File: config.mk
export PLATFORM = sky130hd
export DESIGN_NAME = lsos_sequencer
export DESIGN_NICKNAME = d
export VERILOG_FILES = /design/src/pkg/lsos_pkg.sv /design/src/logic/lsos_sync2.sv /design/src/logic/lsos_sequencer.sv
export SDC_FILE = /design/constraint.sdc
export NUM_CORES = 1
export LEC_CHECK = 0
export CORE_ASPECT_RATIO = 0.75
export CORE_UTILIZATION = 45
export CTS_BUF_LIST = sky130_fd_sc_hd__clkbuf_4 sky130_fd_sc_hd__clkbuf_8
export CTS_CLUSTER_DIAMETER = 80
export CTS_CLUSTER_SIZE = 10
export DETAILED_ROUTE_END_ITERATION = 7
export DONT_BUFFER_PORTS = 1
export PLACE_DENSITY = 0.73
export RECOVER_POWER = 25
export REMOVE_ABC_BUFFERS = 1
export SYNTH_ARGS = -nofsm -noshare
export SYNTH_HDL_FRONTEND = slang
export SYNTH_SLANG_ARGS = --single-unit
export TNS_END_PERCENT = 20
File: constraint.sdc
create_clock -name clk_sys_i -period 3.1 [get_ports clk_sys_i]
set_input_delay 0.62 -clock clk_sys_i [delete_from_list [all_inputs] [get_ports clk_sys_i]]
set_output_delay 0.62 -clock clk_sys_i [all_outputs]
set_load 0.1 [all_outputs]
File: src/pkg/lsos_pkg.sv
// constants, field layouts and states of the line supply sequencer
// assumes one 125 MHz system clock shared by every user of this package
package lsos_pkg;

   // ------------------------------------------------------------
   // clock and switch-off delay time base
   // ------------------------------------------------------------
   localparam int CLK_PERIOD_NS = 8;
   localparam int DELAY_UNIT_NS = 1000000; // delay counts milliseconds
   localparam int DELAY_UNIT_CYCLES = (DELAY_UNIT_NS + CLK_PERIOD_NS - 1)
                                      / CLK_PERIOD_NS;

   // ------------------------------------------------------------
   // supply_control_word bit positions
   // ------------------------------------------------------------
   localparam int CW_ON_OFF = 0;
   localparam int CW_NO_COAST = 1;
   localparam int CW_ENABLE_OP = 3;
   localparam int CW_INHIBIT_REGEN = 6;
   localparam int CW_ACK = 7;
   localparam int CW_PLC = 10;

   // ------------------------------------------------------------
   // supply_status_word bit positions and reset value
   // ------------------------------------------------------------
   localparam int SW_READY_ON = 0;
   localparam int SW_READY_RUN = 1;
   localparam int SW_OP_ENABLED = 2;
   localparam int SW_FAULT = 3;
   localparam int SW_NO_COAST = 4;
   localparam int SW_ON_DISABLED = 6;
   localparam int SW_ALARM = 7;
   localparam int SW_PLC = 9;
   localparam int SW_PRECHARGED = 11;
   localparam int SW_CONTACTOR = 12;
   localparam logic [15:0] SW_RESET = 16'h0040;
   localparam logic [15:0] CW_RESET = 16'h0000;

   // ------------------------------------------------------------
   // signal interconnection source codes
   // ------------------------------------------------------------
   localparam logic [1:0] SRC_LOW = 2'h0;
   localparam logic [1:0] SRC_HIGH = 2'h1;
   localparam logic [1:0] SRC_TERM = 2'h2;
   localparam logic [1:0] SRC_BUS = 2'h3;

   // ------------------------------------------------------------
   // terminal input vector positions
   // ------------------------------------------------------------
   localparam int TERM_WIDTH = 15;
   localparam int T_ON_OFF = 0;
   localparam int T_COAST_ONE = 1;
   localparam int T_COAST_TWO = 2;
   localparam int T_ENABLE_OP = 3;
   localparam int T_INHIBIT = 4;
   localparam int T_ACK_ONE = 5;
   localparam int T_ACK_TWO = 6;
   localparam int T_ACK_THREE = 7;
   localparam int T_PLC = 8;
   localparam int T_PULSE_EN = 9;
   localparam int T_PRECHARGED = 10;
   localparam int T_CONTACTOR = 11;
   localparam int T_FAULT = 12;
   localparam int T_ALARM = 13;
   localparam int T_SPARE = 14;

   // ------------------------------------------------------------
   // operating display codes and missing enable map bits
   // ------------------------------------------------------------
   localparam logic [7:0] DISP_WAIT_ENABLE = 8'h00;
   localparam logic [7:0] DISP_RUN = 8'h01;
   localparam logic [7:0] DISP_OFF_DELAY = 8'h02;
   localparam logic [7:0] DISP_ON_DISABLED = 8'h03;
   localparam logic [7:0] DISP_FAULT = 8'h04;
   localparam logic [7:0] MISS_RESET = 8'h00;
   localparam int MISS_ON_OFF = 0;
   localparam int MISS_COAST = 1;
   localparam int MISS_PULSE_EN = 2;
   localparam int MISS_ENABLE_OP = 3;
   localparam int MISS_PRECHARGE = 4;
   localparam int MISS_CONTACTOR = 5;

   // ------------------------------------------------------------
   // sequencer states
   // ------------------------------------------------------------
   typedef enum logic [2:0] {
      ST_DISABLED = 3'b000,
      ST_READY_ON = 3'b001,
      ST_PRECHARGE = 3'b010,
      ST_READY_RUN = 3'b011,
      ST_RUN = 3'b100,
      ST_OFF_DELAY = 3'b101,
      ST_FAULT = 3'b110
   } lsos_state_type;

endpackage

File: src/logic/lsos_sync2.sv
// two flip-flop synchroniser for a vector of independent levels
// assumes each bit is a slow level from a pin, not a bus of related bits
`timescale 1ns/10ps
`default_nettype none
module lsos_sync2 #(
   parameter int WIDTH = 1
) (
   input wire logic clk_sys_i,
   input wire logic sys_rst_i,
   input wire logic [WIDTH-1:0] async_i,
   output logic [WIDTH-1:0] sync_o
);
   logic [WIDTH-1:0] meta_q;
   logic [WIDTH-1:0] sync_q;

   // first stage is read by the second stage only
   always_ff @(posedge clk_sys_i) begin
      if (sys_rst_i) begin
         meta_q <= '0;
         sync_q <= '0;
      end else begin
         meta_q <= async_i;
         sync_q <= meta_q;
      end
   end

   assign sync_o = sync_q;
endmodule
`default_nettype wire

File: src/logic/lsos_sequencer.sv
// on/off sequencer of an unregulated line supply, both variants
// assumes terminal pins are asynchronous and bus word is on clk_sys_i
`timescale 1ns/10ps
`default_nettype none
module lsos_sequencer
   import lsos_pkg::*;
#(
   parameter bit REGEN = 1'b1,
   parameter int TICK_CYCLES = lsos_pkg::DELAY_UNIT_CYCLES
) (
   input wire logic clk_sys_i,
   input wire logic sys_rst_i,
   input wire logic [lsos_pkg::TERM_WIDTH-1:0] term_pins_i,
   input wire logic [15:0] bus_control_word_i,
   input wire logic bus_telegram_active_i,
   input wire logic [1:0] on_off_source_i,
   input wire logic [1:0] coast_stop_source_one_i,
   input wire logic [1:0] coast_stop_source_two_i,
   input wire logic [1:0] enable_operation_source_i,
   input wire logic [1:0] inhibit_regen_source_i,
   input wire logic [1:0] ack_source_one_i,
   input wire logic [1:0] ack_source_two_i,
   input wire logic [1:0] ack_source_three_i,
   input wire logic [1:0] plc_control_source_i,
   input wire logic [15:0] switch_off_delay_time_i,
   output logic [15:0] supply_control_word_o,
   output logic [15:0] supply_status_word_o,
   output logic [7:0] operating_display_o,
   output logic [7:0] missing_enable_map_o,
   output logic pulses_enabled_o
);
   import lsos_pkg::*;

   // ------------------------------------------------------------
   // elaboration checks
   // ------------------------------------------------------------
   localparam int TW = $clog2(TICK_CYCLES + 1);
   localparam logic [TW-1:0] TICK_LAST = TW'(TICK_CYCLES - 1);
   if (TICK_CYCLES < 1) begin : g_bad_tick
      $error("TICK_CYCLES must be at least one");
   end

   logic [TERM_WIDTH-1:0] term;
   logic [15:0] bus_w;
   lsos_state_type state_q, state_d;
   logic [15:0] ctl_q, status_q, delay_q;
   logic [TW-1:0] tick_q;
   logic [7:0] disp_q, miss_q;
   logic on_prev_q, ack_prev_q, pulses_q;

   // ------------------------------------------------------------
   // pin synchronisation and source selection
   // ------------------------------------------------------------
   lsos_sync2 #(.WIDTH(TERM_WIDTH)) u_sync (
      .clk_sys_i(clk_sys_i),
      .sys_rst_i(sys_rst_i),
      .async_i(term_pins_i),
      .sync_o(term)
   );

   // bus bits count only while a telegram is active
   assign bus_w = bus_telegram_active_i ? bus_control_word_i : 16'h0000;

   function automatic logic pick(input logic [1:0] sel, input logic t,
                                 input logic b);
      case (sel)
         SRC_LOW: pick = 1'b0;
         SRC_HIGH: pick = 1'b1;
         SRC_TERM: pick = t;
         default: pick = b;
      endcase
   endfunction

   // interconnection of every command to its source
   wire logic on_cmd = pick(on_off_source_i, term[T_ON_OFF],
                            bus_w[CW_ON_OFF]);
   // both coast sources must be high for no coast stop
   wire logic no_coast = pick(coast_stop_source_one_i, term[T_COAST_ONE],
                              bus_w[CW_NO_COAST])
                         & pick(coast_stop_source_two_i, term[T_COAST_TWO],
                                bus_w[CW_NO_COAST]);
   // any of three ack sources acknowledges
   wire logic ack_cmd = pick(ack_source_one_i, term[T_ACK_ONE],
                             bus_w[CW_ACK])
                        | pick(ack_source_two_i, term[T_ACK_TWO],
                               bus_w[CW_ACK])
                        | pick(ack_source_three_i, term[T_ACK_THREE],
                               bus_w[CW_ACK]);
   // basic variant has no enable-op or inhibit bits
   wire logic en_op = REGEN ? pick(enable_operation_source_i,
                                   term[T_ENABLE_OP],
                                   bus_w[CW_ENABLE_OP]) : 1'b1;
   wire logic inhibit = REGEN ? pick(inhibit_regen_source_i, term[T_INHIBIT],
                                     bus_w[CW_INHIBIT_REGEN]) : 1'b0;
   wire logic plc = pick(plc_control_source_i, term[T_PLC], bus_w[CW_PLC]);
   wire logic pulse_en = term[T_PULSE_EN];
   wire logic fault_cause = term[T_FAULT];
   wire logic on_rise = on_cmd & ~on_prev_q;
   wire logic ack_rise = ack_cmd & ~ack_prev_q;
   wire logic delay_done = (delay_q == 16'h0000);
   wire logic tick = (tick_q == TICK_LAST);

   // control word image, regen layout or basic layout
   wire logic [15:0] ctl_d = {5'h00, plc, 2'h0, ack_cmd,
                              REGEN ? inhibit : 1'b0, 2'h0,
                              REGEN ? en_op : 1'b0, 1'b0, no_coast, on_cmd};

   // ------------------------------------------------------------
   // sequence state machine
   // ------------------------------------------------------------
   always_comb begin
      state_d = state_q;
      case (state_q)
         ST_DISABLED: if (~on_cmd && no_coast) state_d = ST_READY_ON;
         // power up needs pulse enable then on edge
         ST_READY_ON: begin
            if (!no_coast) state_d = ST_DISABLED;
            else if (pulse_en && on_rise) state_d = ST_PRECHARGE;
         end
         ST_PRECHARGE: begin
            if (!no_coast || !on_cmd || !pulse_en) state_d = ST_DISABLED;
            else if (term[T_PRECHARGED] && term[T_CONTACTOR])
               state_d = ST_READY_RUN;
         end
         ST_READY_RUN: begin
            if (!no_coast || !on_cmd || !pulse_en) state_d = ST_DISABLED;
            else if (en_op) state_d = ST_RUN;
         end
         // dropping on starts the switch-off delay
         ST_RUN: begin
            if (!no_coast || !pulse_en) state_d = ST_DISABLED;
            else if (!on_cmd) state_d = ST_OFF_DELAY;
            else if (!en_op) state_d = ST_READY_RUN;
         end
         ST_OFF_DELAY: begin
            if (!no_coast || !pulse_en) state_d = ST_DISABLED;
            else if (on_cmd) state_d = ST_RUN;
            else if (delay_done) state_d = ST_READY_ON;
         end
         // held ack level does nothing, only its edge
         ST_FAULT: if (ack_rise && !fault_cause) state_d = ST_DISABLED;
         default: state_d = ST_DISABLED;
      endcase
      if (fault_cause && REGEN) state_d = ST_FAULT;
   end

   // ------------------------------------------------------------
   // status, display and missing enables
   // ------------------------------------------------------------
   wire logic s_ready_on = (state_q != ST_DISABLED) && (state_q != ST_FAULT);
   wire logic s_ready_run = (state_q == ST_READY_RUN) || (state_q == ST_RUN)
                            || (state_q == ST_OFF_DELAY);
   wire logic s_running = (state_q == ST_RUN) || (state_q == ST_OFF_DELAY);
   wire logic s_fault = (state_q == ST_FAULT);
   // status bits by position, fault and alarm regen only
   wire logic [15:0] status_d = {3'h0, term[T_CONTACTOR], term[T_PRECHARGED],
                                 1'b0, plc, 1'b0, REGEN & term[T_ALARM],
                                 ~s_ready_on, 1'b0, no_coast,
                                 REGEN & s_fault, s_running, s_ready_run,
                                 s_ready_on};
   wire logic [7:0] disp_d = s_fault ? DISP_FAULT :
                             (state_q == ST_DISABLED) ? DISP_ON_DISABLED :
                             (state_q == ST_OFF_DELAY) ? DISP_OFF_DELAY :
                             (state_q == ST_RUN) ? DISP_RUN :
                             DISP_WAIT_ENABLE;
   wire logic [7:0] miss_all = {2'h0, ~term[T_CONTACTOR], ~term[T_PRECHARGED],
                                ~en_op, ~pulse_en, ~no_coast, ~on_cmd};
   // map valid only while waiting for enables
   wire logic [7:0] miss_d = (disp_d == DISP_WAIT_ENABLE) ? miss_all
                                                          : MISS_RESET;

   // ------------------------------------------------------------
   // registers
   // ------------------------------------------------------------
   // state, edge history and every status bit each cycle
   always_ff @(posedge clk_sys_i) begin
      if (sys_rst_i) begin
         state_q <= ST_DISABLED;
         on_prev_q <= 1'b0;
         ack_prev_q <= 1'b0;
         ctl_q <= CW_RESET;
         status_q <= SW_RESET;
         disp_q <= DISP_ON_DISABLED;
         miss_q <= MISS_RESET;
         pulses_q <= 1'b0;
      end else begin
         state_q <= state_d;
         on_prev_q <= on_cmd;
         ack_prev_q <= ack_cmd;
         ctl_q <= ctl_d;
         status_q <= status_d;
         disp_q <= disp_d;
         miss_q <= miss_d;
         pulses_q <= (state_d == ST_RUN) || (state_d == ST_OFF_DELAY);
      end
   end

   // switch-off delay in units of TICK_CYCLES
   always_ff @(posedge clk_sys_i) begin
      if (sys_rst_i || state_q != ST_OFF_DELAY) begin
         tick_q <= '0;
         delay_q <= switch_off_delay_time_i;
      end else if (tick) begin
         tick_q <= '0;
         delay_q <= delay_done ? delay_q : delay_q - 16'h0001;
      end else begin
         tick_q <= tick_q + TW'(1);
      end
   end

   assign supply_control_word_o = ctl_q;
   assign supply_status_word_o = status_q;
   assign operating_display_o = disp_q;
   assign missing_enable_map_o = miss_q;
   assign pulses_enabled_o = pulses_q;
endmodule
`default_nettype wire

# Word level (Yosys, flattened, before mapping)
# Index checks and enable logic that the tools add are counted.
[op_classes] add_sub_neg=2 n_eq_ne=30 n_mux=33 bitwise_logic=15 reduce_logical=34
[op_table] operator="$mux W16" count=3
[op_table] operator="$mux W3" count=16
[op_table] operator="$pmux W1 S3" count=9
[op_table] operator="$pmux W3 S7" count=1
[op_table] operator="$eq A2 B1 Y1 const B" count=9
[op_table] operator="$eq A2 B2 Y1 const B" count=9
[op_table] operator="$logic_not A2 Y1" count=9
[op_table] operator="$add A17 B1 Y17 const B" count=1
[op_table] operator="$eq A17 B17 Y1 const B" count=1
[op_table] operator="$logic_not A16 Y1" count=1
[op_table] operator="$sub A16 B1 Y16 const B" count=1
[op_table] operator="$eq A3 B3 Y1 const B" count=5
[op_table] operator="$mux W11" count=1
[op_table] operator="$not A1 Y1" count=10
[op_table] operator="$logic_not A8 Y1" count=1
[op_table] operator="$logic_or A1 B1 Y1" count=8
[op_table] operator="$eq A3 B2 Y1 const B" count=2
[op_table] operator="$ne A3 B3 Y1 const B" count=2
[op_table] operator="$logic_and A1 B1 Y1" count=5
[op_table] operator="$logic_not A1 Y1" count=4
[op_table] operator="$mux W2" count=2
[op_table] operator="$reduce_or A2 Y1" count=2
[op_table] operator="$and A1 B1 Y1" count=3
[op_table] operator="$eq A3 B1 Y1 const B" count=1
[op_table] operator="other kinds (7)" count=8
[totals] register_bits=115 input_bits=68 word_cells=129

# Depth between registers and ports, before layout
[logic_depth] depth_word=11 mapped_depth=8 depth_no_buf=7

# Cells and area by module
# Synthesis repeated with hierarchy kept, for this count alone.
[hier_totals] hier_cells=394 area_unflattened_um2=3808.7
[modules_own_cells] module="lsos_sequencer" instances=1 cells_per_inst=331 area_each_um2=2926.6 seq_area_each_um2=1341.3
[modules_own_cells] module="lsos_sync2" instances=1 cells_per_inst=63 area_each_um2=882.1 seq_area_each_um2=600.6

# Worst setup path after synthesis
# Ideal clock, no wire load.
[synth_timing] path_kind="register to register" start="register tick_q[4]" end="register delay_q[0] (enable)" setup_ps=411 t_arrival_ps=2486 required_time_ps=2689 setup_slack_ps=203 path_stages_with_launch=5 n_path_buf=0 synth_period_minus_slack_ps=2897 cell_sequence="dfxtp_1 > or4b_2 > nor4_1 > nand4_1 > o21ai_0"
[synth_via] elab_chain_cells=3
[synth_rtl] item="start: declaration" line="lsos_sequencer.sv:47" rtl="logic [TW-1:0] tick_q;"
[synth_rtl] item="start signal: assignment" line="lsos_sequencer.sv:207" rtl="tick_q <= tick_q + TW'(1);"
[synth_rtl] item="$eq A17 B17 Y1" line="lsos_sequencer.sv:101" rtl="wire logic tick = (tick_q == TICK_LAST);"
[synth_rtl] item="$reduce_bool A2 Y1 (no source line)"
[synth_rtl] item="$reduce_and A2 Y1 (no source line)"
[synth_rtl] item="end signal: assignment" line="lsos_sequencer.sv:202" rtl="delay_q <= switch_off_delay_time_i;"
[synth_rtl] item="end signal: assignment" line="lsos_sequencer.sv:205" rtl="delay_q <= delay_done ? delay_q : delay_q - 16'h0001;"
[synth_rtl] item="end: declaration" line="lsos_sequencer.sv:46" rtl="logic [15:0] ctl_q, status_q, delay_q;"
# Every way passes these cells.
# A chain may end at the register's enable or synchronous reset.

# Worst setup path in the final report
[layout_timing] start="register delay_q[3]" end="register state_q[2]"
[layout_via] elab_chain_cells=6
[layout_rtl] item="$logic_not A16 Y1" line="lsos_sequencer.sv:100" rtl="wire logic delay_done = (delay_q == 16'h0000);"
[layout_rtl] item="$mux W3" line="lsos_sequencer.sv:138" rtl="else if (delay_done) state_d = ST_READY_ON;"
[layout_rtl] item="$mux W3" line="lsos_sequencer.sv:137" rtl="else if (on_cmd) state_d = ST_RUN;"
[layout_rtl] item="$mux W3" line="lsos_sequencer.sv:136" rtl="if (!no_coast || !pulse_en) state_d = ST_DISABLED;"
[layout_rtl] item="$pmux W3 S7" line="lsos_sequencer.sv:113" rtl="case (state_q)"
[layout_rtl] item="$mux W3" line="lsos_sequencer.sv:144" rtl="if (fault_cause && REGEN) state_d = ST_FAULT;"
[layout_rtl] item="end signal: assignment" line="lsos_sequencer.sv:187" rtl="state_q <= state_d;"
[layout_rtl] item="end: declaration" line="lsos_sequencer.sv:45" rtl="lsos_state_type state_q, state_d;"
# Every way passes these cells.

==> run metrics <==
pwr dens=602 nW/um2; Final ANT Viol Nets=0; initial core utilization=46.4%; Worst-path clk slew=0.09 ns; Rel. slew slack=33.0%; unrepaired setup endpoints after global routing=false; Final Skew=0.00998 ns; drt drc=0; # resized after CTS=0; Critical Path End Type=flop; DR vias=2,459; Util after Layout=48.7%; largest net degree at the start of global routing=48; Multi-input gate area=1530 um2; clk sink count=87; fin. max-slew vios=0; Die Footprint=8490 um2; fmax=0.400 GHz; Synth Flop Type=dfxtp_1; post-synthesis register bit count=87; final net count=453; filler instances=750; drt pass-1 iters=4; clk root buf=clkbuf_8; die height=80.0 um; P_leak=1.45 nW; beginning of the critical path=delay_q[3]$_DFFE_PP_; yosys warns=0; Power, Total=2.31 mW; Syn Std Cell Area=3650 um2; outcome=completed; CTS tree=built; CTS Buf Count=9; Routed wire per std cell=13.2 um; number of synthesized flops with an enable pin=16; Post-Synthesis Cells=389; setup total negative slack=0 ns; Worst-Margin Slew=1.01 ns; sequential element share of the synthesized area=52.0%; period utilisation layout=80.7%; via/cell ratio=4.99; initial antenna violation count=0; HPWL after detailed placement=4590 um; hold path start=sys_rst_i; Final Cell Area=3840 um2; gr ovfl total=0; Max Cap Viol=0; I/O pins=117; Crit path arrival time=2.73 ns; Final Non-Filler Cells=493; Post-synth ARST share=0%; number of global-route vias before repair=2,253; H-tree Lvls=3; final setup margin=0.598 ns; share of layout cells above drive strength 1=7.22%; ant diodes=0; RD Place Congestion=0.777; DRT iter0 DRCs=92; first-pass GRT wire length=10,500 um; Yosys cell types=44; min Tclk post-route=2.50 ns; Area Overhead vs Synth=4.96%; CTS max path bufs=2; worst hold slack=0.333 ns; Req. time, crit path=3.32 ns; Worst IR Drop VDD=0.369 mV; Post-DP Area=3630 um2; Max Fanout on Critical Path=6; drt total wl=6510 um; most common cell after layout, fill and taps aside=dfxtp_1; Avg Inst Size Synth=9.40 um2; Hold/Removal Path Class=input pin to flop; core area=7880 um2; most frequent cells in the layout=68 x dfxtp_1, 47 x nor2_1, 35 x nand2_1, 35 x nor2b_1, 23 x conb_1; Register Area=1910 um2; GRT Total Usage=16.3%; worst-skew pair later-pin latency=0.35 ns; Die W=106 um; I/O Buffers=0; Placement Setup Slack=0.622 ns; Post CTS Setup Buffer Count=0; CP Launch Type=flop; crit path kind=flop to flop; Final Hold Viols=0; FP Rows=28; Inst Count DP=477; CTS Hold Buffers Added=0; final setup vio count=0; worst flop-to-flop path startpoint=delay_q[3]$_DFFE_PP_
-- flip-flops by register name, summed over array words and instances (netlist names), 3 cells and up --
signal,flops
tick_q,17
delay_q,16
u_sync.meta_q,14
u_sync.sync_o,14
supply_status_word_o,9
missing_enable_map_o,6
supply_control_word_o,5
state_q,3
-- critical path, cell delays in order (launching register included) --
cell      delay [ns]
edfxtp_1        0.47
or4_4           0.61
or4_4           0.55
o311a_1         0.38
o311ai_2        0.26
o21ai_1         0.11
-- cell usage after synthesis, types with 2 or more instances --
| master | count | area [um2] |
|---|---|---|
| a211oi_1 | 2 | 15.0 |
| a21oi_1 | 13 | 65.1 |
| a221o_1 | 2 | 20.0 |
| a31oi_1 | 6 | 37.5 |
| and3_1 | 3 | 18.8 |
| buf_4 | 28 | 210 |
| clkbuf_1 | 13 | 48.8 |
| dfxtp_1 | 71 | 1420 |
| edfxtp_1 | 16 | 480 |
| ha_1 | 2 | 25.0 |
| inv_1 | 12 | 45.0 |
| nand2_1 | 35 | 131 |
| nand2b_1 | 5 | 31.3 |
| nand3_1 | 6 | 30.0 |
| nand3b_1 | 3 | 22.5 |
| nand4_1 | 5 | 31.3 |
| nor2_1 | 47 | 176 |
| nor2b_1 | 35 | 219 |
| nor3_1 | 9 | 45.0 |
| nor4_1 | 6 | 37.5 |
| o21ai_0 | 16 | 80.1 |
| o21ai_1 | 2 | 10.0 |
| o21bai_1 | 2 | 15.0 |
| or3_1 | 2 | 12.5 |
| or4_1 | 2 | 15.0 |
| or4_4 | 2 | 22.5 |
| xnor2_1 | 16 | 140 |
| xor2_1 | 12 | 105 |
-- routing by layer --
metal	GRT usage (%)	part of all wire, %
met1	20.8	47
met2	25.2	44
met3	6.86	7.7
met4	4.58	0.89
met5	0	0
-- power by group --
part           internal [mW]  total [mW]  switching (mW)
registers               1.19        1.30           0.107
logic                 0.0427       0.210           0.167
clock network          0.415       0.803           0.388
total                   1.65        2.31           0.662
-- logic make-up after synthesis --
logic type | after synthesis | share of synthesized area, %
and+or+nand+nor | 165 | 22.9
DFF | 87 | 52.0
AOI/OAI and AO/OA | 53 | 9.28
buffers and inverters | 53 | 8.32
xor gates and xnor gates | 28 | 6.71
adders and majority gates | 2 | 0.685
other | 1 | 0.103
-- layout make-up --
class / instances / area share, %
well taps: 105 / 3.42
flip-flops and latches: 87 / 49.7
clock buffers: 11 / 3.95
clock inverters: 5 / 1.47
inverters: 12 / 1.17
multi-input cells: 271 / 39.9
repair buffers: 2 / 0.391
-- path summary, 6_finish.rpt --
kind	end	slack, ns	depth (start not counted)
setup reg to reg	state_q[2]$_SDFF_PP0_	0.60	5
hold reg to reg	u_sync.sync_o[10]$_SDFF_PP0_	0.44	1
hold / removal	supply_status_word_o[9]$_SDFF_PP0_	0.33	1
setup / recovery	state_q[2]$_SDFF_PP0_	0.60	5
Note: power is estimated with default switching activity, not from simulation.
